### src/core/pix_pkg.sv
// Purpose: constants shared by the process image exchange block
// Assumes: 32-bit classic Wishbone, byte addressed, word aligned
// Notes:   multi-byte image fields are stored most significant byte first

package pix_pkg;
	// ----------------------------------------------------------------
	// image geometry
	// ----------------------------------------------------------------
	localparam int OUT_BYTES   = 16;
	localparam int BASE_BYTES  = 32;
	localparam int BLK_BYTES   = 16;
	localparam int NUM_BLK     = 12;
	localparam int WIN_REGS    = 12;
	localparam int WR_MAX      = 6;
	localparam int REG_BITS    = 16;
	localparam int WORD_BITS   = 32;
	localparam int HDR_BITS    = 64;
	localparam int BLK_BITS    = BLK_BYTES * 8;
	localparam int OUT_WORDS   = OUT_BYTES / 4;
	localparam int IN_BYTES    = BASE_BYTES + NUM_BLK * BLK_BYTES;
	localparam int IN_WORDS    = IN_BYTES / 4;
	localparam int IN_BITS     = IN_BYTES * 8;
	localparam int OUT_BITS    = OUT_BYTES * 8;

	// ----------------------------------------------------------------
	// command codes and answers
	// ----------------------------------------------------------------
	localparam logic [7:0] CMD_NONE      = 8'h00;
	localparam logic [7:0] CMD_WINDOW    = 8'hFA;
	localparam logic [7:0] CMD_WRITE     = 8'hFB;
	localparam logic [7:0] CMD_CLR_PRST  = 8'hFC;
	localparam logic [7:0] ACK_FAIL      = 8'hF0;
	localparam logic [7:0] ERR_NONE      = 8'h00;
	localparam logic [7:0] ERR_BAD_COUNT = 8'h01;
	localparam logic [2:0] WR_MAX_CNT    = 3'h6;
	localparam int         PRST_BIT      = 0;

	// ----------------------------------------------------------------
	// wishbone word indices (byte address / 4)
	// ----------------------------------------------------------------
	localparam logic [9:0] OUT_BASE_W = 10'h000;
	localparam logic [9:0] IN_BASE_W  = 10'h010;
	localparam logic [9:0] CFG_BASE_W = 10'h080;

	// ----------------------------------------------------------------
	// block configuration word fields
	// ----------------------------------------------------------------
	localparam int CFG_SCALE_LSB = 0;
	localparam int CFG_FMT_BIT   = 4;
	localparam int CFG_TYPE_LSB  = 8;
	localparam int CFG_USE_BIT   = 16;

	// block content types
	localparam logic [3:0] BT_GROSS  = 4'h0;
	localparam logic [3:0] BT_NET    = 4'h1;
	localparam logic [3:0] BT_DISP   = 4'h2;
	localparam logic [3:0] BT_FLOW   = 4'h3;
	localparam logic [3:0] BT_SIGNAL = 4'h4;
	localparam logic [3:0] BT_LEVEL  = 4'h5;
	localparam logic [3:0] BT_SETP   = 4'h6;
	localparam logic [3:0] BT_LS_INT = 4'hA;

	typedef enum logic [2:0] {
		ST_IDLE  = 3'b001,
		ST_WRITE = 3'b010,
		ST_EXT   = 3'b100
	} cmd_state_t;
endpackage

### src/core/process_image_exchange.sv
// Purpose: shared process image between a fieldbus master and the instrument
// Assumes: rd_data and src_w* answer one cycle after rd_addr / src_* change
// Notes:   master reaches the images over classic Wishbone, one-cycle ack
//
// Operation
// - output image is fixed sixteen byte block
// - decode 0, 250, 251, 252 commands
// - command counts only when byte changes
// - byte1 is write count, bytes2-3 start
// - base input block always mapped, 32 bytes
// - error word zero means no error
// - acknowledge equals command, or 240 failure
// - command error zero on success
// - echo read window start in bytes 6-7
// - keep twelve window registers refreshed continuously
// - twelve sixteen byte blocks from byte 32
// - unused blocks may hold undefined data
// - each block has one selectable content type
// - weight block takes selected scale data
// - float weight: error, status, value words
// - integer weight: error, status, int, decimal
// - float level block: two level words
// - multi-byte fields most significant byte first
// - restart after hardware configuration change
// - register words are two bytes wide
`timescale 1ns/100ps

module process_image_exchange (
	// clock and reset
	input  wire logic                     clk,
	input  wire logic                     sys_rst,
	// wishbone slave
	input  wire logic                     wb_cyc_i,
	input  wire logic                     wb_stb_i,
	input  wire logic                     wb_we_i,
	input  wire logic [11:0]              wb_adr_i,
	input  wire logic [3:0]               wb_sel_i,
	input  wire logic [31:0]              wb_dat_i,
	output logic      [31:0]              wb_dat_o,
	output logic                          wb_ack_o,
	// instrument state
	input  wire logic [15:0]              inst_error,
	input  wire logic [15:0]              inst_status,
	input  wire logic                     hw_cfg_changed,
	output logic                          restart_req,
	// register read window port
	output logic      [15:0]              rd_addr,
	input  wire logic [15:0]              rd_data,
	// register write port
	output logic                          wr_strobe,
	output logic      [15:0]              wr_addr,
	output logic      [15:0]              wr_data,
	// other commands handed to the instrument
	output logic                          ext_cmd_stb,
	output logic      [7:0]               ext_cmd,
	input  wire logic                     ext_done,
	input  wire logic                     ext_fail,
	input  wire logic [7:0]               ext_err,
	// data block source
	output logic      [3:0]               src_type,
	output logic      [3:0]               src_scale,
	input  wire logic [31:0]              src_w0,
	input  wire logic [31:0]              src_w1,
	input  wire logic [31:0]              src_w2,
	input  wire logic [31:0]              src_w3,
	input  wire logic [15:0]              src_dec
);
	import pix_pkg::*;

	// ----------------------------------------------------------------
	// storage
	// ----------------------------------------------------------------
	logic [31:0]              out_w [OUT_WORDS];
	logic [31:0]              cfg_w [NUM_BLK];
	logic [15:0]              win   [WIN_REGS];
	logic [BLK_BITS-1:0]      blk   [NUM_BLK];
	logic [7:0]               last_cmd;
	logic [7:0]               cmd_ack;
	logic [7:0]               cmd_err;
	logic [15:0]              rd_start;
	logic                     prog_reset;
	cmd_state_t               state;
	logic [2:0]               wr_idx;
	logic [2:0]               wr_last;
	logic [15:0]              wr_base;
	logic [3:0]               scan_idx;
	logic [3:0]               scan_d;
	logic [3:0]               scan_dd;
	logic [3:0]               blk_idx;
	logic [3:0]               blk_d;
	logic [3:0]               blk_dd;
	logic                     hw_cfg_seen;

	// restart acts as a local reset so all but the restart detector (restart_req, hw_cfg_seen) come up clean
	wire                      rst = sys_rst | restart_req;

	// ----------------------------------------------------------------
	// wishbone decode
	// ----------------------------------------------------------------
	wire        acc     = wb_cyc_i & wb_stb_i & ~wb_ack_o;
	wire [9:0]  widx    = wb_adr_i[11:2];
	wire [9:0]  in_off  = widx - IN_BASE_W;
	wire [9:0]  cfg_off = widx - CFG_BASE_W;
	wire [9:0]  out_off = widx - OUT_BASE_W;
	wire        hit_out = widx >= OUT_BASE_W && out_off < 10'(OUT_WORDS);
	wire        hit_in  = widx >= IN_BASE_W && in_off < 10'(IN_WORDS);
	wire        hit_cfg = widx >= CFG_BASE_W && cfg_off < 10'(NUM_BLK);
	wire [1:0]  out_k   = out_off[1:0];
	wire [5:0]  in_k    = in_off[5:0];
	wire [3:0]  cfg_k   = cfg_off[3:0];
	wire        wr_out  = acc & wb_we_i & hit_out;
	wire        wr_cfg  = acc & wb_we_i & hit_cfg;

	// ----------------------------------------------------------------
	// image views
	// ----------------------------------------------------------------
	// flat views put byte 0 at the top so words read MSB first
	logic [OUT_BITS-1:0] out_flat;
	wire  [IN_BITS-1:0]  in_flat;
	wire  [7:0]  cmd_byte    = out_flat[OUT_BITS-1 -: 8];
	wire  [7:0]  cnt_byte    = out_flat[OUT_BITS-9 -: 8];
	wire  [15:0] start_field = out_flat[OUT_BITS-17 -: REG_BITS];
	wire  [15:0] status_word = inst_status | (16'(prog_reset) << PRST_BIT);
	wire  [15:0] wr_word     =
		out_flat[OUT_BITS-HDR_BITS/2-1-REG_BITS*int'(wr_idx) -: REG_BITS];

	assign out_flat = {out_w[0], out_w[1], out_w[2], out_w[3]};
	// header of the base input block, error word passes straight through
	assign in_flat[IN_BITS-1 -: HDR_BITS] =
		{inst_error, status_word, cmd_ack, cmd_err, rd_start};

	genvar g;
	generate
		for (g = 0; g < WIN_REGS; g++) begin : g_win
			// two-byte read registers after the header
			assign in_flat[IN_BITS-HDR_BITS-1-REG_BITS*g -: REG_BITS] = win[g];
		end
		for (g = 0; g < NUM_BLK; g++) begin : g_blk
			// blocks sit back to back after the base block
			assign in_flat[IN_BITS-BASE_BYTES*8-1-BLK_BITS*g -: BLK_BITS] = blk[g];
		end
	endgenerate

	// read data selection, unmapped words read zero
	wire [31:0] next_dat =
		hit_in  ? in_flat[IN_BITS-1-WORD_BITS*int'(in_k) -: WORD_BITS] :
		hit_out ? out_w[out_k] :
		hit_cfg ? cfg_w[cfg_k] : 32'h0000_0000;

	// ----------------------------------------------------------------
	// block packing
	// ----------------------------------------------------------------
	// layout by content type and format; other types use four plain words
	function automatic logic [BLK_BITS-1:0] pack_blk(input logic [31:0] cfg);
		logic [3:0] bt;
		logic       is_int;
		bt     = cfg[CFG_TYPE_LSB +: 4];
		is_int = cfg[CFG_FMT_BIT];
		if (!cfg[CFG_USE_BIT]) begin
			pack_blk = '0;
		end else if (bt <= BT_SIGNAL && !is_int) begin
			pack_blk = {src_w0, src_w1, src_w2, 32'h0000_0000};
		end else if (bt <= BT_SIGNAL) begin
			pack_blk = {src_w0[15:0], src_w1[15:0], src_w2, src_dec,
				48'h0000_0000_0000};
		end else if (bt == BT_LEVEL || bt == BT_SETP) begin
			pack_blk = {src_w0, src_w1, 64'h0};
		end else if (bt == BT_LS_INT) begin
			pack_blk = {src_w0[15:0], src_w1[15:0], src_w2[15:0], src_w3[15:0],
				64'h0};
		end else begin
			pack_blk = {src_w0, src_w1, src_w2, src_w3};
		end
	endfunction

	// ----------------------------------------------------------------
	// command decode
	// ----------------------------------------------------------------
	// a command is only seen when the byte differs from the last byte seen in idle, zero included
	wire is_new    = (state == ST_IDLE) && (cmd_byte != last_cmd);
	wire take_cmd  = is_new && cmd_byte != CMD_NONE;
	wire take_win  = take_cmd && cmd_byte == CMD_WINDOW;
	wire take_wr   = take_cmd && cmd_byte == CMD_WRITE;
	wire take_clr  = take_cmd && cmd_byte == CMD_CLR_PRST;
	wire take_ext  = take_cmd && !take_win && !take_wr && !take_clr;
	wire bad_cnt   = cnt_byte == 8'h00 || cnt_byte > 8'(WR_MAX_CNT);
	wire wr_end    = (state == ST_WRITE) && (wr_idx == wr_last);

	// ----------------------------------------------------------------
	// wishbone slave
	// ----------------------------------------------------------------
	// ack one cycle after the request, dropped the cycle after it
	always_ff @(posedge clk) begin
		if (rst) begin
			wb_ack_o <= 1'b0;
			wb_dat_o <= 32'h0000_0000;
		end else begin
			wb_ack_o <= acc;
			wb_dat_o <= acc ? next_dat : 32'h0000_0000;
		end
	end

	// output image and block configuration, byte lanes honour sel
	always_ff @(posedge clk) begin
		if (rst) begin
			for (int i = 0; i < OUT_WORDS; i++) out_w[i] <= 32'h0000_0000;
			for (int i = 0; i < NUM_BLK; i++) cfg_w[i] <= 32'h0000_0000;
		end else begin
			for (int b = 0; b < 4; b++) begin
				if (wr_out && wb_sel_i[b]) out_w[out_k][8*b +: 8] <= wb_dat_i[8*b +: 8];
				if (wr_cfg && wb_sel_i[b]) cfg_w[cfg_k][8*b +: 8] <= wb_dat_i[8*b +: 8];
			end
		end
	end

	// ----------------------------------------------------------------
	// command sequencer
	// ----------------------------------------------------------------
	always_ff @(posedge clk) begin
		if (rst) begin
			state    <= ST_IDLE;
			last_cmd <= CMD_NONE;
			wr_idx   <= 3'h0;
			wr_last  <= 3'h0;
			wr_base  <= 16'h0000;
		end else begin
			if (is_new) last_cmd <= cmd_byte;
			unique case (state)
				ST_IDLE: begin
					wr_idx  <= 3'h0;
					wr_last <= cnt_byte[2:0] - 3'h1;
					wr_base <= start_field;
					if (take_wr && !bad_cnt) state <= ST_WRITE;
					else if (take_ext) state <= ST_EXT;
				end
				ST_WRITE: begin
					wr_idx <= wr_idx + 3'h1;
					if (wr_end) state <= ST_IDLE;
				end
				ST_EXT: begin
					if (ext_done) state <= ST_IDLE;
				end
			endcase
		end
	end

	// answer bytes: command number on success, F0 plus code on failure
	always_ff @(posedge clk) begin
		if (rst) begin
			cmd_ack <= CMD_NONE;
			cmd_err <= ERR_NONE;
		end else if ((take_wr && bad_cnt)) begin
			cmd_ack <= ACK_FAIL;
			cmd_err <= ERR_BAD_COUNT;
		end else if (take_win || take_clr || wr_end) begin
			cmd_ack <= take_win ? CMD_WINDOW : take_clr ? CMD_CLR_PRST : CMD_WRITE;
			cmd_err <= ERR_NONE;
		end else if (state == ST_EXT && ext_done) begin
			cmd_ack <= ext_fail ? ACK_FAIL : ext_cmd;
			cmd_err <= ext_fail ? ext_err : ERR_NONE;
		end
	end

	// read window start and program reset flag
	always_ff @(posedge clk) begin
		if (rst) begin
			rd_start   <= 16'h0000;
			prog_reset <= 1'b1;
		end else begin
			if (take_win) rd_start <= start_field;
			if (take_clr) prog_reset <= 1'b0;
		end
	end

	// register write port, one word per cycle from the output image
	always_ff @(posedge clk) begin
		if (rst) begin
			wr_strobe <= 1'b0;
			wr_addr   <= 16'h0000;
			wr_data   <= 16'h0000;
		end else begin
			wr_strobe <= state == ST_WRITE;
			wr_addr   <= wr_base + 16'(wr_idx);
			wr_data   <= wr_word;
		end
	end

	// other codes go to the instrument, which answers with ext_done
	always_ff @(posedge clk) begin
		if (rst) begin
			ext_cmd_stb <= 1'b0;
			ext_cmd     <= CMD_NONE;
		end else begin
			ext_cmd_stb <= take_ext;
			if (take_ext) ext_cmd <= cmd_byte;
		end
	end

	// ----------------------------------------------------------------
	// window and block refresh
	// ----------------------------------------------------------------
	// round robin; a window change is fully visible within fourteen cycles
	// the fetch is two edges deep (address register, then the registered
	// answer), so the slot index is delayed twice to land on the right entry
	always_ff @(posedge clk) begin
		if (rst) begin
			scan_idx <= 4'h0;
			scan_d   <= 4'h0;
			scan_dd  <= 4'h0;
			rd_addr  <= 16'h0000;
			for (int i = 0; i < WIN_REGS; i++) win[i] <= 16'h0000;
		end else begin
			scan_idx <= (scan_idx == 4'(WIN_REGS - 1)) ? 4'h0 : scan_idx + 4'h1;
			scan_d   <= scan_idx;
			scan_dd  <= scan_d;
			rd_addr  <= rd_start + 16'(scan_idx);
			win[scan_dd] <= rd_data;
		end
	end

	// same two-deep pipeline as the window: selection out, source data back
	always_ff @(posedge clk) begin
		if (rst) begin
			blk_idx   <= 4'h0;
			blk_d     <= 4'h0;
			blk_dd    <= 4'h0;
			src_type  <= 4'h0;
			src_scale <= 4'h0;
			for (int i = 0; i < NUM_BLK; i++) blk[i] <= '0;
		end else begin
			blk_idx   <= (blk_idx == 4'(NUM_BLK - 1)) ? 4'h0 : blk_idx + 4'h1;
			blk_d     <= blk_idx;
			blk_dd    <= blk_d;
			src_type  <= cfg_w[blk_idx][CFG_TYPE_LSB +: 4];
			src_scale <= cfg_w[blk_idx][CFG_SCALE_LSB +: 4];
			blk[blk_dd] <= pack_blk(cfg_w[blk_dd]);
		end
	end

	// one-cycle restart pulse on a rising request; it also resets this block
	// edge detected so a request held high restarts once, not every other cycle
	always_ff @(posedge clk) begin
		if (sys_rst) begin
			restart_req <= 1'b0;
			hw_cfg_seen <= 1'b0;
		end else begin
			hw_cfg_seen <= hw_cfg_changed;
			restart_req <= hw_cfg_changed & ~hw_cfg_seen;
		end
	end

	// ----------------------------------------------------------------
	// checks
	// ----------------------------------------------------------------
	a_ack_single: assert property (@(posedge clk) disable iff (rst)
		wb_ack_o |=> !wb_ack_o) else $error("ack held past one cycle");
	a_window_ack: assert property (@(posedge clk) disable iff (rst)
		take_win |=> cmd_ack == CMD_WINDOW && cmd_err == ERR_NONE)
		else $error("window change not acknowledged");
	a_window_echo: assert property (@(posedge clk) disable iff (rst)
		take_win |=> rd_start == $past(start_field)) else $error("start not echoed");
	a_bad_count: assert property (@(posedge clk) disable iff (rst)
		take_wr && bad_cnt |=> cmd_ack == ACK_FAIL && cmd_err == ERR_BAD_COUNT
		&& state == ST_IDLE) else $error("bad count not rejected");
	a_write_burst: assert property (@(posedge clk) disable iff (rst)
		take_wr && cnt_byte == 8'h02 |=> ##1 wr_strobe ##1 wr_strobe ##1 !wr_strobe
		&& cmd_ack == CMD_WRITE) else $error("write burst length wrong");
	a_clear_flag: assert property (@(posedge clk) disable iff (rst)
		take_clr |=> !prog_reset && cmd_ack == CMD_CLR_PRST)
		else $error("program reset flag not cleared");
	a_same_cmd: assert property (@(posedge clk) disable iff (rst)
		state == ST_IDLE && !is_new |=> $stable(cmd_ack) && state == ST_IDLE)
		else $error("unchanged command acted on");
	a_win_addr: assert property (@(posedge clk) disable iff (rst)
		1'b1 |=> rd_addr == $past(rd_start) + 16'($past(scan_idx)))
		else $error("window address wrong");
	a_restart_seq: assert property (@(posedge clk) disable iff (sys_rst)
		hw_cfg_changed && !hw_cfg_seen |=> restart_req ##1 prog_reset
		&& state == ST_IDLE) else $error("restart not performed");
	a_ext_answer: assert property (@(posedge clk) disable iff (rst)
		state == ST_EXT && ext_done && !ext_fail |=> cmd_err == ERR_NONE
		&& cmd_ack == ext_cmd) else $error("external answer wrong");
endmodule

### config.mk
export PLATFORM = sky130hd
export DESIGN_NAME = process_image_exchange
export DESIGN_NICKNAME = d
export VERILOG_FILES = /design/src/core/pix_pkg.sv /design/src/core/process_image_exchange.sv
export SDC_FILE = /design/constraint.sdc
export NUM_CORES = 2
export LEC_CHECK = 0
export ABC_AREA = 1
export BUFFER_PORTS_ARGS = -buffer_cell sky130_fd_sc_hd__buf_2
export CAP_MARGIN = 15
export CELL_PAD_IN_SITES_DETAIL_PLACEMENT = 1
export CELL_PAD_IN_SITES_GLOBAL_PLACEMENT = 2
export CORE_MARGIN = 2
export CORE_UTILIZATION = 45
export DETAILED_ROUTE_END_ITERATION = 8
export GPL_ROUTABILITY_DRIVEN = 0
export PLACE_DENSITY = 0.95
export SYNTH_ARGS = -nofsm -noshare
export SYNTH_HDL_FRONTEND = slang
export SYNTH_SLANG_ARGS = --single-unit
### constraint.sdc
create_clock -name clk -period 25.5 [get_ports clk]
set_input_delay 6.375 -clock clk [delete_from_list [all_inputs] [get_ports clk]]
set_output_delay 6.375 -clock clk [all_outputs]
set_load 0.1 [all_outputs]
==> flow_summary.toml <==
[logic_synthesis]
synth_async_sr_flop_share_pct = 0
synth_simple_gate_area_share_pct = 18.8
ys_top_cells_by_area = "edfxtp_1 (63%), nor2_1 (8.7%), nand2_1 (6.5%)"
synth_common_cells = "nor2_1 (2,583), edfxtp_1 (2,340), nand2_1 (1,937)"
synthFlopType = "edfxtp_1"
synth-adder-area-share_pct = 0.250
synth-xor-area-share_pct = 0.0867
syn_area_um2 = 111000
post-synth-top-area-fraction_pct = 63.2
synth_top_cell_by_area = "edfxtp_1"
synth_enable_flop_cells = 2340
synth_top_family_by_area = "simple AND/OR/NAND/NOR gates"
synth.distinct_cells = 50
synth.area.mux_share_pct = 0
synth_most_common_cell = "nor2_1"
seq_area_frac_synth_pct = 66.6
netlist_instances = 10700
yosysWarnings = 0
synth_compound_area_share_pct = 9.77
synth-seq-cells = 2531
syn_avg_cell_area_um2 = 10.4

[power]
power.leakage_nw = 45.6
seq_power_share_pct = 49.4
p_clk_share_pct = 40.9
p_int_w = 0.00726
peakVddDrop_v = 0.0000811
pwr-share-comb_pct = 9.7
p_per_area_nw_per_um2 = 79.0
swShare_pct = 26.0
switching_power_w = 0.00255

[timing]
tightestPinTransition_ns = 1.29
drv_slew = 0
timing.final.crit_share_pct = 46.1
setup_viol = 0
hold_violations = 0
max_freq_mhz = 85.1
rsz0062_at_grt = "no"
fin_skew_ns = 0.0596
maxSlewHeadroom_pct = 14.2
setup_tns_ns = 0
layout_min_cycle_time_ns = 11.76
whs_ns = 0.395

[setup_path]
critPathBufInv = 5
regToRegSetupSlack_ns = 19.21
cp-start-kind = "input port"
arrival_ns = 12.53
crit_path_end_kind = "flip-flop"
cpPeakStageDelay_ns = 0.86
path_delay_family = "buffers and inverters"
worstPathMaxFanout = 129
worstPathRequired_ns = 26.28
critPathKind = "input port to flip-flop"
crit_slowest_cell = "buf_4"
rr_endpoint = "blk[10][34]"
path_cells = "buf_2 -> inv_2 -> nor2_4 -> buf_4 -> buf_12 -> buf_4 -> nand2_1 -> nand2_1 -> o21ai_0 -> nand4_1 -> o21ai_0 -> nand2_1 -> nand3_1 -> a21oi_1"
r2r_cells = 16
crit_path_frequent_cell = "nand2_1"
rr_startpoint = "blk_dd[1]"

[hold_path]
hold-path-endpoint = "restart_req"
min_from = "hw_cfg_seen"
holdPathStages = 1
worstHoldPathType = "flip-flop to flip-flop"

[route]
vias_per_cell = 6.30
ant_nets = 0
first_iter_violations = 12500
routedWlPerCell_um = 29.7
vias = 89400
drc = 0
dr.pass1.iters = 8
wl_mm = 421

[global_route]
grt_use_met1_pct = 42.5
grtUsageMet3_pct = 7.28
antenna_found_initial = 40
grt_pass1_wl_mm = 605
overflow = 0
grtUsageMet2_pct = 52.0
grt_usage_pct = 32.8
grt_max_degree = 136
grt_pass1_vias = 90800
top_usage_layer = "met2"

[place]
detailed_place_hpwl_mm = 259
port_buffers = 353

[layout]
nFillCells = 26500
areaGrowthSynthToFinish_pct = 11.8
drive_above_1_share_pct = 9.16
final_nets = 11000

[floorplan]
ios = 356
initial_core_util_pct = 45.2
rows = 182
die_width_um = 501
die_h_um = 501
core_um2 = 246000
die_area_um2 = 251000

[clock_network]
htreeDepth = 5
numCtsBuffers = 288
clk_pin_slew_ns = 0.06
clk_latency_ns = 0.96
cts_hold_buf = 0
cts_setup_buffers = 0
cts_tree = "built"
clockBufferDepth = 4
cts_resized = 0
root_buffer = "clkbuf_16"
cts_num_sinks = 2531

[flow_run]
max_cap_violations = 0

[outcome]
outcome = "finished clean"
power by group through the flow:
stage          Combinational (W)  Sequential [W]  Clock (W)
2_1_floorplan           0.000474         0.00499          0
3_3_place_gp            0.000891         0.00491          0
3_5_place_dp            0.000916         0.00493          0
4_1_cts                 0.000924         0.00485    0.00401
5_1_grt                 0.000989         0.00486    0.00415
6_report                0.000953         0.00485    0.00401
metal layers:
layer / share of wire (%) / vias up
met5: 0.051 / -
met3: 12 / 1159
met2: 46 / 5716
met4: 5.4 / 32
met1: 37 / 45200
li1: - / 37200
cell families after synthesis:
kind of cell | Yosys count
simple gates | 5204
compound gates | 1734
buf+inv | 1213
xor+xnor | 11
flops | 2531
fa+ha+maj | 21
other cells | 1
sequential cells by signal, indices dropped and copies added, names as in the netlist, 16 cells and up:
| name | count |
|---|---|
| blk | 1536 |
| cfg_w | 484 |
| out_w | 128 |
| rd_addr | 16 |
| rd_start | 16 |
| wb_dat_o | 32 |
| win | 192 |
| wr_addr | 16 |
| wr_base | 16 |
| wr_data | 16 |
stage by stage:
stage               area, µm²  std cells  util, %  power [W]  setup WS (ns)
finish                 124000      14200     50.6    0.00981          13.75
detailed placement     115000      13700     47.0    0.00585          13.18
floorplan              112000      10800        -    0.00547          12.40
CTS                    124000      14200     50.5    0.00978          14.12
global route           124000      14200     50.6     0.0100          13.81
global placement       115000      13700     47.0    0.00580          13.18
how the worst max path moves through the flow:
stage               cells after the start         from           end  slack, ns
floorplan                               5      sys_rst     blk[3][0]      12.40
global placement                       13  wb_adr_i[3]  wb_dat_o[26]      13.18
detailed placement                     14  wb_adr_i[3]  wb_dat_o[26]      13.18
CTS                                    14  wb_adr_i[3]  wb_dat_o[26]      14.12
global route                           14  wb_adr_i[3]  wb_dat_o[26]      13.81
finish                                 14  wb_adr_i[3]  wb_dat_o[26]      13.75
cell type report:
| class | instances | area, µm² | share of cell area [%] |
|---|---|---|---|
| sequential | 2531 | 74100 | 59.6 |
| multi-input combinational | 7070 | 33000 | 26.5 |
| clock buffer | 369 | 7710 | 6.20 |
| tap | 3220 | 4030 | 3.24 |
| timing repair buffer | 495 | 2990 | 2.40 |
| inverter | 352 | 1340 | 1.08 |
| clock inverter | 127 | 1100 | 0.885 |
| antenna | 11 | 27.5 | 0.0222 |
cell usage in the layout, fill, tap and decap left out, drive strengths merged, types with 7 or more instances in the layout:
cell type  Yosys  layout
clkbuf       646     369
nor2        2586    2586
o211ai        84      84
o22a          19      19
dfxtp        191     191
nand2       1941    1941
a31oi         18      18
bufinv         0      19
o221ai        37      37
a41oi         30      30
a22o         240     240
xnor2          7       7
conb           1     100
nand3        333     333
a221oi        23      23
buf          215     495
a22oi         46      46
edfxtp      2340    2340
o22ai        295     295
diode          0      11
a21oi        308     308
o21ai        621     621
nor3          53      53
inv          345     353
clkinv         7     101
nand4        279     279
ha            19      19
Power figures use the tool's default switching activity.
